File: src/rtl/wtmr_pkg.sv
// Package for the wide timer: register map, fields and reset values
package wtmr_pkg;
    localparam logic [7:0] WTMR_CTRL_OFF = 8'h10;
    localparam logic [7:0] WTMR_CNT_LO_OFF = 8'h14;
    localparam logic [7:0] WTMR_CNT_HI_OFF = 8'h18;
    localparam logic [7:0] WTMR_FLAGS_OFF = 8'h1C;
    localparam logic [7:0] WTMR_ENABLES_OFF = 8'h20;
    localparam logic [7:0] WTMR_PORTDIR_OFF = 8'h24;
    localparam int WTMR_RUN_BIT = 0;
    localparam int WTMR_SRC_BIT = 1;
    localparam int WTMR_SYNC_BIT = 2;
    localparam int WTMR_OSC_BIT = 3;
    localparam int WTMR_PS_LO_BIT = 4;
    localparam int WTMR_PS_HI_BIT = 5;
    localparam int WTMR_WRAP_BIT = 0;
    localparam logic [5:0] WTMR_CTRL_RST = 6'h00;
    localparam logic [7:0] WTMR_PORTDIR_RST = 8'hFF;
    localparam logic [15:0] WTMR_CNT_MAX = 16'hFFFF;
    localparam logic [15:0] WTMR_CNT_RST = 16'h0000;
    localparam logic [2:0] WTMR_PS_RST = 3'h0;
    localparam logic [31:0] WTMR_RD_ZERO = 32'h0000_0000;
endpackage

File: src/rtl/wtmr_top.sv
// Sixteen-bit wide timer/counter with APB register access
`timescale 1ns/100ps
// Overview of operation
// - Source select bit chooses instruction clock (clear) or external pin (set)
// - Timer mode advances count once per instruction cycle after prescale
// - Counter mode advances only on rising edges of external clock
// - Oscillator enable forces both oscillator pins to inputs, ignoring direction bits
// - Capture/compare unit can clear the count through an internal reset input
// - Oscillator enable bit starts the crystal oscillator; clearing stops it
// - Low-frequency oscillator keeps running during sleep
// - Count runs upward 0000h to FFFFh then wraps to 0000h
// - Each wrap sets the latched wrap flag
// - Interrupt request only while wrap interrupt enable is set
// - Count runs only while run enable is set, else holds
// - Special event trigger clears count without setting wrap flag
// - Software count write wins over a coinciding special event trigger
module wtmr_top
    import wtmr_pkg::*;
(
    input wire logic pclk,
    input wire logic presetn,
    input wire logic psel,
    input wire logic penable,
    input wire logic pwrite,
    input wire logic [7:0] paddr,
    input wire logic [31:0] pwdata,
    output logic [31:0] prdata,
    output logic pready,
    output logic pslverr,
    input wire logic ext_count_clock_pin,
    input wire logic osc_in_pin,
    input wire logic sleep_mode,
    input wire logic special_event_trigger,
    output logic osc_out_pin,
    output logic osc_run,
    output logic [1:0] pin_output_enable,
    output logic wrap_irq
);
    typedef struct packed {
        logic [5:0] ctrl;
        logic [15:0] count;
        logic [2:0] pscnt;
        logic wrap_flag;
        logic wrap_irq_enable;
        logic [7:0] port_c_direction;
        logic ext_s1;
        logic ext_s2;
        logic ext_prev;
        logic ext_raw_prev;
        logic [31:0] prdata;
        logic pready;
        logic pslverr;
        logic osc_out;
        logic osc_run;
        logic [1:0] pin_oe;
        logic irq;
        logic ps8_armed;
        logic [3:0] ps8_gap;
    } wtmr_state_type;

    wtmr_state_type s_q;
    wtmr_state_type s_d;

    logic wr_acc;
    logic rd_acc;
    logic ext_rise;
    logic tick;
    logic ps_hit;
    logic [2:0] ps_mask;
    logic [15:0] cnt_next;
    logic map_hit;
    logic wrap_set;
    logic ps8_run;
    logic ps8_step;

    always_comb begin
        s_d = s_q;
        wr_acc = psel && penable && pwrite && !s_q.pready;
        rd_acc = psel && penable && !pwrite && !s_q.pready;
        map_hit = (paddr == WTMR_CTRL_OFF) || (paddr == WTMR_CNT_LO_OFF)
            || (paddr == WTMR_CNT_HI_OFF) || (paddr == WTMR_FLAGS_OFF)
            || (paddr == WTMR_ENABLES_OFF) || (paddr == WTMR_PORTDIR_OFF);
        // Synchroniser: only the second stage is looked at
        s_d.ext_s1 = ext_count_clock_pin;
        s_d.ext_s2 = s_q.ext_s1;
        s_d.ext_prev = s_q.ext_s2;
        s_d.ext_raw_prev = ext_count_clock_pin;
        // Unsynchronised path samples the pin directly; one clock only here
        if (s_q.ctrl[WTMR_SYNC_BIT]) begin
            ext_rise = ext_count_clock_pin && !s_q.ext_raw_prev;
        end else begin
            ext_rise = s_q.ext_s2 && !s_q.ext_prev;
        end
        if (s_q.ctrl[WTMR_SRC_BIT]) begin
            tick = ext_rise;
        end else begin
            tick = 1'b1;
        end
        ps_mask = 3'(({1'b0, s_q.ctrl[WTMR_PS_HI_BIT:WTMR_PS_LO_BIT]} == 3'h0) ? 3'h0 :
            (s_q.ctrl[WTMR_PS_HI_BIT:WTMR_PS_LO_BIT] == 2'b01) ? 3'h1 :
            (s_q.ctrl[WTMR_PS_HI_BIT:WTMR_PS_LO_BIT] == 2'b10) ? 3'h3 : 3'h7);
        ps_hit = ((s_q.pscnt & ps_mask) == ps_mask);
        cnt_next = s_q.count;
        wrap_set = 1'b0;
        if (s_q.ctrl[WTMR_RUN_BIT] && tick) begin
            s_d.pscnt = 3'(s_q.pscnt + 3'h1);
            if (ps_hit) begin
                s_d.pscnt = WTMR_PS_RST;
                cnt_next = 16'(s_q.count + 16'h0001);
                // A trigger in the same cycle is a reset, not a wrap
                if (s_q.count == WTMR_CNT_MAX && !special_event_trigger) begin
                    wrap_set = 1'b1;
                    s_d.wrap_flag = 1'b1;
                end
            end
        end
        if (special_event_trigger) begin
            cnt_next = WTMR_CNT_RST;
            s_d.pscnt = WTMR_PS_RST;
        end
        s_d.count = cnt_next;
        s_d.pready = psel && penable && !s_q.pready;
        s_d.pslverr = psel && penable && !s_q.pready && !map_hit;
        s_d.prdata = WTMR_RD_ZERO;
        if (wr_acc) begin
            unique case (paddr)
                WTMR_CTRL_OFF: begin
                    s_d.ctrl = pwdata[5:0];
                end
                WTMR_CNT_LO_OFF: begin
                    s_d.count[7:0] = pwdata[7:0];
                end
                WTMR_CNT_HI_OFF: begin
                    s_d.count[15:8] = pwdata[7:0];
                end
                WTMR_FLAGS_OFF: begin
                    // Set wins even when the flag already stood at one
                    s_d.wrap_flag = pwdata[WTMR_WRAP_BIT] || wrap_set;
                end
                WTMR_ENABLES_OFF: begin
                    s_d.wrap_irq_enable = pwdata[WTMR_WRAP_BIT];
                end
                WTMR_PORTDIR_OFF: begin
                    s_d.port_c_direction = pwdata[7:0];
                end
                default: begin
                end
            endcase
        end
        if (rd_acc) begin
            unique case (paddr)
                WTMR_CTRL_OFF: s_d.prdata = {26'h0, s_q.ctrl};
                WTMR_CNT_LO_OFF: s_d.prdata = {24'h0, s_q.count[7:0]};
                WTMR_CNT_HI_OFF: s_d.prdata = {24'h0, s_q.count[15:8]};
                WTMR_FLAGS_OFF: s_d.prdata = {31'h0, s_q.wrap_flag};
                WTMR_ENABLES_OFF: s_d.prdata = {31'h0, s_q.wrap_irq_enable};
                WTMR_PORTDIR_OFF: s_d.prdata = {24'h0, s_q.port_c_direction};
                default: s_d.prdata = WTMR_RD_ZERO;
            endcase
        end
        // Oscillator ignores sleep so the count can go on
        s_d.osc_run = s_d.ctrl[WTMR_OSC_BIT];
        s_d.osc_out = s_d.ctrl[WTMR_OSC_BIT] && !osc_in_pin;
        if (s_d.ctrl[WTMR_OSC_BIT]) begin
            s_d.pin_oe = 2'b00;
        end else begin
            s_d.pin_oe = ~s_d.port_c_direction[1:0];
        end
        s_d.irq = s_d.wrap_flag && s_d.wrap_irq_enable;
        // Spacing of count steps at 1:8, kept only for the prescale check
        ps8_run = s_q.ctrl[WTMR_RUN_BIT] && !s_q.ctrl[WTMR_SRC_BIT]
            && (s_q.ctrl[WTMR_PS_HI_BIT:WTMR_PS_LO_BIT] == 2'b11)
            && !special_event_trigger && !wr_acc;
        ps8_step = (s_d.count != s_q.count);
        if (!ps8_run) begin
            s_d.ps8_armed = 1'b0;
            s_d.ps8_gap = 4'h0;
        end else if (ps8_step) begin
            s_d.ps8_armed = 1'b1;
            s_d.ps8_gap = 4'h0;
        end else begin
            s_d.ps8_gap = 4'(s_q.ps8_gap + 4'h1);
        end
    end

    always_ff @(posedge pclk or negedge presetn) begin
        if (!presetn) begin
            s_q <= '0;
            s_q.ctrl <= WTMR_CTRL_RST;
            s_q.port_c_direction <= WTMR_PORTDIR_RST;
        end else begin
            s_q <= s_d;
        end
    end

    assign prdata = s_q.prdata;
    assign pready = s_q.pready;
    assign pslverr = s_q.pslverr;
    assign osc_out_pin = s_q.osc_out;
    assign osc_run = s_q.osc_run;
    assign pin_output_enable = s_q.pin_oe;
    assign wrap_irq = s_q.irq;

    logic sleep_seen;
    assign sleep_seen = sleep_mode;

    wrap_sets_flag_a: assert property (@(posedge pclk) disable iff (!presetn)
        (s_q.count == WTMR_CNT_MAX && s_d.count == WTMR_CNT_RST && !special_event_trigger)
        |=> s_q.wrap_flag)
        else $error("wrap did not set flag");
    run_hold_a: assert property (@(posedge pclk) disable iff (!presetn)
        (!s_q.ctrl[WTMR_RUN_BIT] && !special_event_trigger && !wr_acc)
        |=> s_q.count == $past(s_q.count))
        else $error("count moved while stopped");
    timer_step_a: assert property (@(posedge pclk) disable iff (!presetn)
        (s_q.ctrl[WTMR_RUN_BIT] && !s_q.ctrl[WTMR_SRC_BIT] && ps_mask == 3'h0
        && !special_event_trigger && !wr_acc && !$past(wr_acc))
        |=> s_q.count == 16'($past(s_q.count) + 16'h0001))
        else $error("timer did not advance");
    trig_clear_a: assert property (@(posedge pclk) disable iff (!presetn)
        (special_event_trigger && !wr_acc) |=> s_q.count == WTMR_CNT_RST)
        else $error("trigger did not clear count");
    trig_noflag_a: assert property (@(posedge pclk) disable iff (!presetn)
        (special_event_trigger && !s_q.wrap_flag && !wr_acc) |=> !s_q.wrap_flag)
        else $error("trigger set wrap flag");
    write_wins_a: assert property (@(posedge pclk) disable iff (!presetn)
        (special_event_trigger && wr_acc && paddr == WTMR_CNT_LO_OFF)
        |=> s_q.count[7:0] == $past(pwdata[7:0]))
        else $error("write lost to trigger");
    irq_mask_a: assert property (@(posedge pclk) disable iff (!presetn)
        wrap_irq == (s_q.wrap_flag && s_q.wrap_irq_enable))
        else $error("irq does not follow flag and enable");
    osc_pins_a: assert property (@(posedge pclk) disable iff (!presetn)
        s_q.ctrl[WTMR_OSC_BIT] |-> pin_output_enable == 2'b00)
        else $error("osc pins driven");
    counter_rise_a: assert property (@(posedge pclk) disable iff (!presetn)
        (s_q.ctrl[WTMR_SRC_BIT] && !ext_rise && !special_event_trigger && !wr_acc)
        |=> s_q.count == $past(s_q.count))
        else $error("count without rising edge");
    wrap_c: cover property (@(posedge pclk) disable iff (!presetn) wrap_irq);
    trig_c: cover property (@(posedge pclk) disable iff (!presetn)
        special_event_trigger && wr_acc);
    ext_c: cover property (@(posedge pclk) disable iff (!presetn)
        s_q.ctrl[WTMR_SRC_BIT] && ext_rise && sleep_seen);
    ps8_c: cover property (@(posedge pclk) disable iff (!presetn)
        ps8_run && s_q.ps8_armed && ps8_step);
    osc_c: cover property (@(posedge pclk) disable iff (!presetn)
        osc_run && osc_out_pin);
    flag_set_wins_a: assert property (@(posedge pclk) disable iff (!presetn)
        (wrap_set && wr_acc && paddr == WTMR_FLAGS_OFF) |=> s_q.wrap_flag)
        else $error("clear beat wrap");
    flag_clear_a: assert property (@(posedge pclk) disable iff (!presetn)
        (!wrap_set && wr_acc && paddr == WTMR_FLAGS_OFF && !pwdata[WTMR_WRAP_BIT])
        |=> !s_q.wrap_flag)
        else $error("flag not cleared");
    wrap_zero_a: assert property (@(posedge pclk) disable iff (!presetn)
        (wrap_set && !wr_acc) |=> s_q.count == WTMR_CNT_RST)
        else $error("wrap did not reach zero");
    ps8_step_a: assert property (@(posedge pclk) disable iff (!presetn)
        (ps8_run && s_q.ps8_armed && ps8_step) |-> s_q.ps8_gap == 4'h7)
        else $error("early step at 1:8");
    ps8_late_a: assert property (@(posedge pclk) disable iff (!presetn)
        (ps8_run && s_q.ps8_armed) |-> s_q.ps8_gap < 4'h8)
        else $error("late step at 1:8");
    ps_hold_a: assert property (@(posedge pclk) disable iff (!presetn)
        (!s_q.ctrl[WTMR_RUN_BIT] && !special_event_trigger)
        |=> s_q.pscnt == $past(s_q.pscnt))
        else $error("prescaler moved while stopped");
    trig_ps_a: assert property (@(posedge pclk) disable iff (!presetn)
        special_event_trigger |=> s_q.pscnt == WTMR_PS_RST)
        else $error("trigger left prescaler");
    // Count source timing and oscillator off state
    sync_lag_a: assert property (@(posedge pclk) disable iff (!presetn)
        (s_q.ctrl[WTMR_SRC_BIT] && !s_q.ctrl[WTMR_SYNC_BIT] && ext_rise)
        |-> $past(ext_count_clock_pin, 2) && !$past(ext_count_clock_pin, 3))
        else $error("synchronised edge out of step");
    bypass_lag_a: assert property (@(posedge pclk) disable iff (!presetn)
        (s_q.ctrl[WTMR_SRC_BIT] && s_q.ctrl[WTMR_SYNC_BIT] && ext_rise)
        |-> ext_count_clock_pin && !$past(ext_count_clock_pin))
        else $error("direct edge out of step");
    osc_off_a: assert property (@(posedge pclk) disable iff (!presetn)
        !s_q.ctrl[WTMR_OSC_BIT] |-> !osc_out_pin && !osc_run)
        else $error("oscillator runs while off");
    // Bus answer shape
    pready_pulse_a: assert property (@(posedge pclk) disable iff (!presetn)
        pready |=> !pready)
        else $error("ready held");
    slverr_ready_a: assert property (@(posedge pclk) disable iff (!presetn)
        pslverr |-> pready)
        else $error("error without ready");
    rd_idle_a: assert property (@(posedge pclk) disable iff (!presetn)
        !pready |-> prdata == WTMR_RD_ZERO)
        else $error("read data outside answer");
    // Register readback
    read_lo_a: assert property (@(posedge pclk) disable iff (!presetn)
        (rd_acc && paddr == WTMR_CNT_LO_OFF)
        |=> prdata == {24'h00_0000, $past(s_q.count[7:0])})
        else $error("low byte read wrong");
    read_hi_a: assert property (@(posedge pclk) disable iff (!presetn)
        (rd_acc && paddr == WTMR_CNT_HI_OFF)
        |=> prdata == {24'h00_0000, $past(s_q.count[15:8])})
        else $error("high byte read wrong");
endmodule

File: config.mk
export PLATFORM = sky130hd
export DESIGN_NAME = wtmr_top
export DESIGN_NICKNAME = d
export VERILOG_FILES = /design/src/rtl/wtmr_pkg.sv /design/src/rtl/wtmr_top.sv
export SDC_FILE = /design/constraint.sdc
export NUM_CORES = 1
export LEC_CHECK = 0
export ABC_AREA = 1
export BUFFER_PORTS_ARGS = -buffer_cell sky130_fd_sc_hd__buf_2
export CELL_PAD_IN_SITES_DETAIL_PLACEMENT = 0
export CELL_PAD_IN_SITES_GLOBAL_PLACEMENT = 2
export CORE_UTILIZATION = 29
export CTS_CLUSTER_SIZE = 20
export DETAILED_ROUTE_END_ITERATION = 8
export HOLD_SLACK_MARGIN = 0.08
export PLACE_DENSITY_LB_ADDON = 0.12
export SYNTH_ARGS = -nofsm -noshare
export SYNTH_HDL_FRONTEND = slang
export SYNTH_SLANG_ARGS = --single-unit
File: constraint.sdc
create_clock -name pclk -period 1.7 [get_ports pclk]
set_input_delay 0.17 -clock pclk [delete_from_list [all_inputs] [get_ports pclk]]
set_output_delay 0.17 -clock pclk [all_outputs]
set_load 0.005 [all_outputs]
==> impl_metrics.env <==
export IMPL_finalHoldViolations=0
export IMPL_numCtsBuffers=5
export IMPL_core_area_mm2=0.01032
export IMPL_synthTopCellsByArea="dfrtp_1 36%, nand2_1 14%, buf_4 8.5%, dfstp_2 6.8%, inv_1 5.6%"
export IMPL_synth_cells=406
export IMPL_die_area_mm2=0.01111
export IMPL_hold_path_class="primary input to flip-flop"
export IMPL_grt_busiest_layer="met2"
export IMPL_wire_per_inst_um=13.25
export IMPL_portBuffers=38
export IMPL_period_share_pct=89.98
export IMPL_critical_path_max_fanout=5
export IMPL_leakagePower_nw=1.797
export IMPL_cp_arrival_ps=1780
export IMPL_cts_setup_buffers=0
export IMPL_drive_gt1_share_pct=21.29
export IMPL_start_kind="flip-flop"
export IMPL_ys_ff_latch=52
export IMPL_report_final_slew_viol_count=0
export IMPL_clk_latency_ps=320
export IMPL_num_vias=2504
export IMPL_num_nets_final=501
export IMPL_ir_drop_v=0.0003714
export IMPL_num_io_pins=88
export IMPL_clockBufferDepth=2
export IMPL_first_pass_iters=4
export IMPL_end_kind="flip-flop"
export IMPL_setup_violations=0
export IMPL_dpl_cell_count=572
export IMPL_grt_pass1_vias=2433
export IMPL_powerDensity_mw_per_mm2=635.8
export IMPL_ys_seq_area_share_pct=42.29
export IMPL_routed_wl_mm=7.775
export IMPL_fillers=1146
export IMPL_dpl_hpwl_mm=5.954
export IMPL_worstSetupPathType="flip-flop to flip-flop"
export IMPL_setup_tns_final_ps=0
export IMPL_antennaDiodeCount=0
export IMPL_required_ps=1950
export IMPL_grt_ovfl_total=0
export IMPL_synth_top_area_cell="dfrtp_1"
export IMPL_yosys_area_top_type_share_pct=35.51
export IMPL_drcViolationCount=0
export IMPL_status="completed"
export IMPL_use_met1_pct=21.77
export IMPL_routed_via_density=4.266
export IMPL_period_minus_slack_ps=1530
export IMPL_grt_pass1_wl_mm=13.03
export IMPL_htreeDepth=2
export IMPL_gp_congestion=0.8007
export IMPL_syn_area_mm2=0.003100
export IMPL_max_freq_ghz=0.6538
export IMPL_initial_core_util_pct=30.03
export IMPL_grt_use_met3_pct=2.041
export IMPL_rows=37
export IMPL_root_buffer="clkbuf_8"
export IMPL_ys_types=29
export IMPL_cts_tree="built"
export IMPL_syn_avg_cell_area_um2=7.637
export IMPL_clkSinkCount=52
export IMPL_grt_max_degree=53
export IMPL_antenna_found_initial=0
export IMPL_ant_nets=0
export IMPL_clk_pin_slew_ps=110
export IMPL_drtIter0Drc=128
export IMPL_use_met2_pct=24.95
export IMPL_yosys_warnings=0
export IMPL_clock_skew_ps=7.036
export IMPL_die_w_um=105.4
export IMPL_grt_usage_pct=15.51
export IMPL_grt_setup_unrepaired="false"
export IMPL_fin_cells=587
export IMPL_area_growth_syn_to_layout_pct=13.32
export IMPL_die_height_um=105.4
export IMPL_cap_violations=0
==> per-stage QoR <==
step | hold slack (ps) | utilization, % | area [µm²] | setup WS, ps | total power [mW]
after floorplan | -125.6 | - | 3187 | 333.3 | 1.402
after global placement | 193.0 | 32.42 | 3347 | 187.9 | 1.464
after detailed placement | 199.3 | 32.42 | 3347 | 183.2 | 1.466
after CTS | 84.71 | 34.03 | 3513 | 151.7 | 2.274
after global routing | 93.44 | 34.03 | 3513 | 34.19 | 2.359
final | 89.87 | 34.03 | 3513 | 170.4 | 2.234
==> timing repair <==
action	CTS	global route
hold buffers	7	0
hold endpoints to repair	50	0
gates resized for setup	0	0
==> critical path: stages, from the launching register on <==
cell and delay, ps:
dfrtp_1 390, ha_1 220, nand3_2 130, nor2_4 130
nand3_2 100, nor2_4 160, nand4_1 170, a21oi_1 160
==> report_power, final <==
| part | internal, mW | switching [mW] |
|---|---|---|
| sequential | 1.25 | 0.00815 |
| combinational | 0.0614 | 0.125 |
| clock | 0.304 | 0.481 |
| total | 1.62 | 0.614 |
==> sequential cells by signal (all words and copies together) (netlist names) <==
signal and flops:
s_q 37, osc_out_pin 1, wrap_irq 1, prdata 8, pslverr 1, pin_output_enable 2
pready 1, s_d 1
==> worst paths after layout <==
kind / startpoint / end / slack, ps / cells past startpoint
worst max-delay path: s_q[62]$_DFF_PN0_ / wrap_irq$_DFF_PN0_ / 170 / 7
worst min register to register: s_q[44]$_DFF_PN0_ / s_d[45]$_DFF_PN0_ / 380 / 0
worst min-delay path: psel / pready$_DFF_PN0_ / 90 / 3
worst max register to register: s_q[62]$_DFF_PN0_ / wrap_irq$_DFF_PN0_ / 170 / 7
max in group asynchronous: presetn / s_q[49]$_DFF_PN1_ / 1020 / 3
min in group asynchronous: presetn / pready$_DFF_PN0_ / 360 / 3
==> synthesized netlist by cell type (all sizes together) <==
cell	number
mux2	1
xnor2	1
nor2	43
o22ai	4
o211ai	3
ha	2
nor3	4
nand4	1
conb	1
buf	38
inv	56
nand2	121
o21ai	37
nand3	35
a21oi	4
xor2	3
dfrtp	44
dfstp	8
==> cells by family after synthesis <==
family,after synthesis,synth area share [%]
AND/OR/NAND/NOR,204,31.28
buffers and inverters,94,15.74
flip-flops,52,42.29
AO/OA/AOI/OAI,48,8.273
XOR/XNOR,4,1.130
adder cells (fa/ha/maj),2,0.8070
other,1,0.1209
multiplexers,1,0.3632
==> cell usage in the layout (no fill, tap or decap), types with 2 or more instances in the layout <==
cell type / n
nor2_1: 30
dfrtp_1: 44
dfstp_2: 8
nor2_2: 5
o21ai_0: 13
buf_4: 5
o21ai_1: 23
nand2_1: 116
clkbuf_8: 5
buf_2: 38
o22ai_1: 4
nor2_4: 6
nand3_4: 2
ha_1: 2
o211ai_1: 3
inv_2: 10
nand2_2: 4
a21oi_1: 4
nand3_2: 4
nor2_8: 2
inv_1: 46
nor3_1: 4
nand3_1: 29
xor2_1: 3
dlygate4sd3_1: 7
conb_1: 24
buf_12: 2
==> layer usage <==
metal  wire length [µm]  share of wire (%)
met5                  0                  0
met2               3480                 45
met3                251                3.2
met1               3950                 51
met4                 94                1.2
==> area by class of cell <==
| cell class | count | area, µm² | share of cell area, % |
|---|---|---|---|
| multi-input combinational | 283 | 1388 | 39.49 |
| sequential | 52 | 1311 | 37.32 |
| timing repair buffer | 52 | 337.8 | 9.615 |
| inverter | 56 | 210.2 | 5.983 |
| tap | 136 | 170.2 | 4.843 |
| clock buffer | 5 | 68.82 | 1.959 |
| clock inverter | 3 | 27.53 | 0.7835 |
No activity file was read; power rests on OpenSTA's default activity.
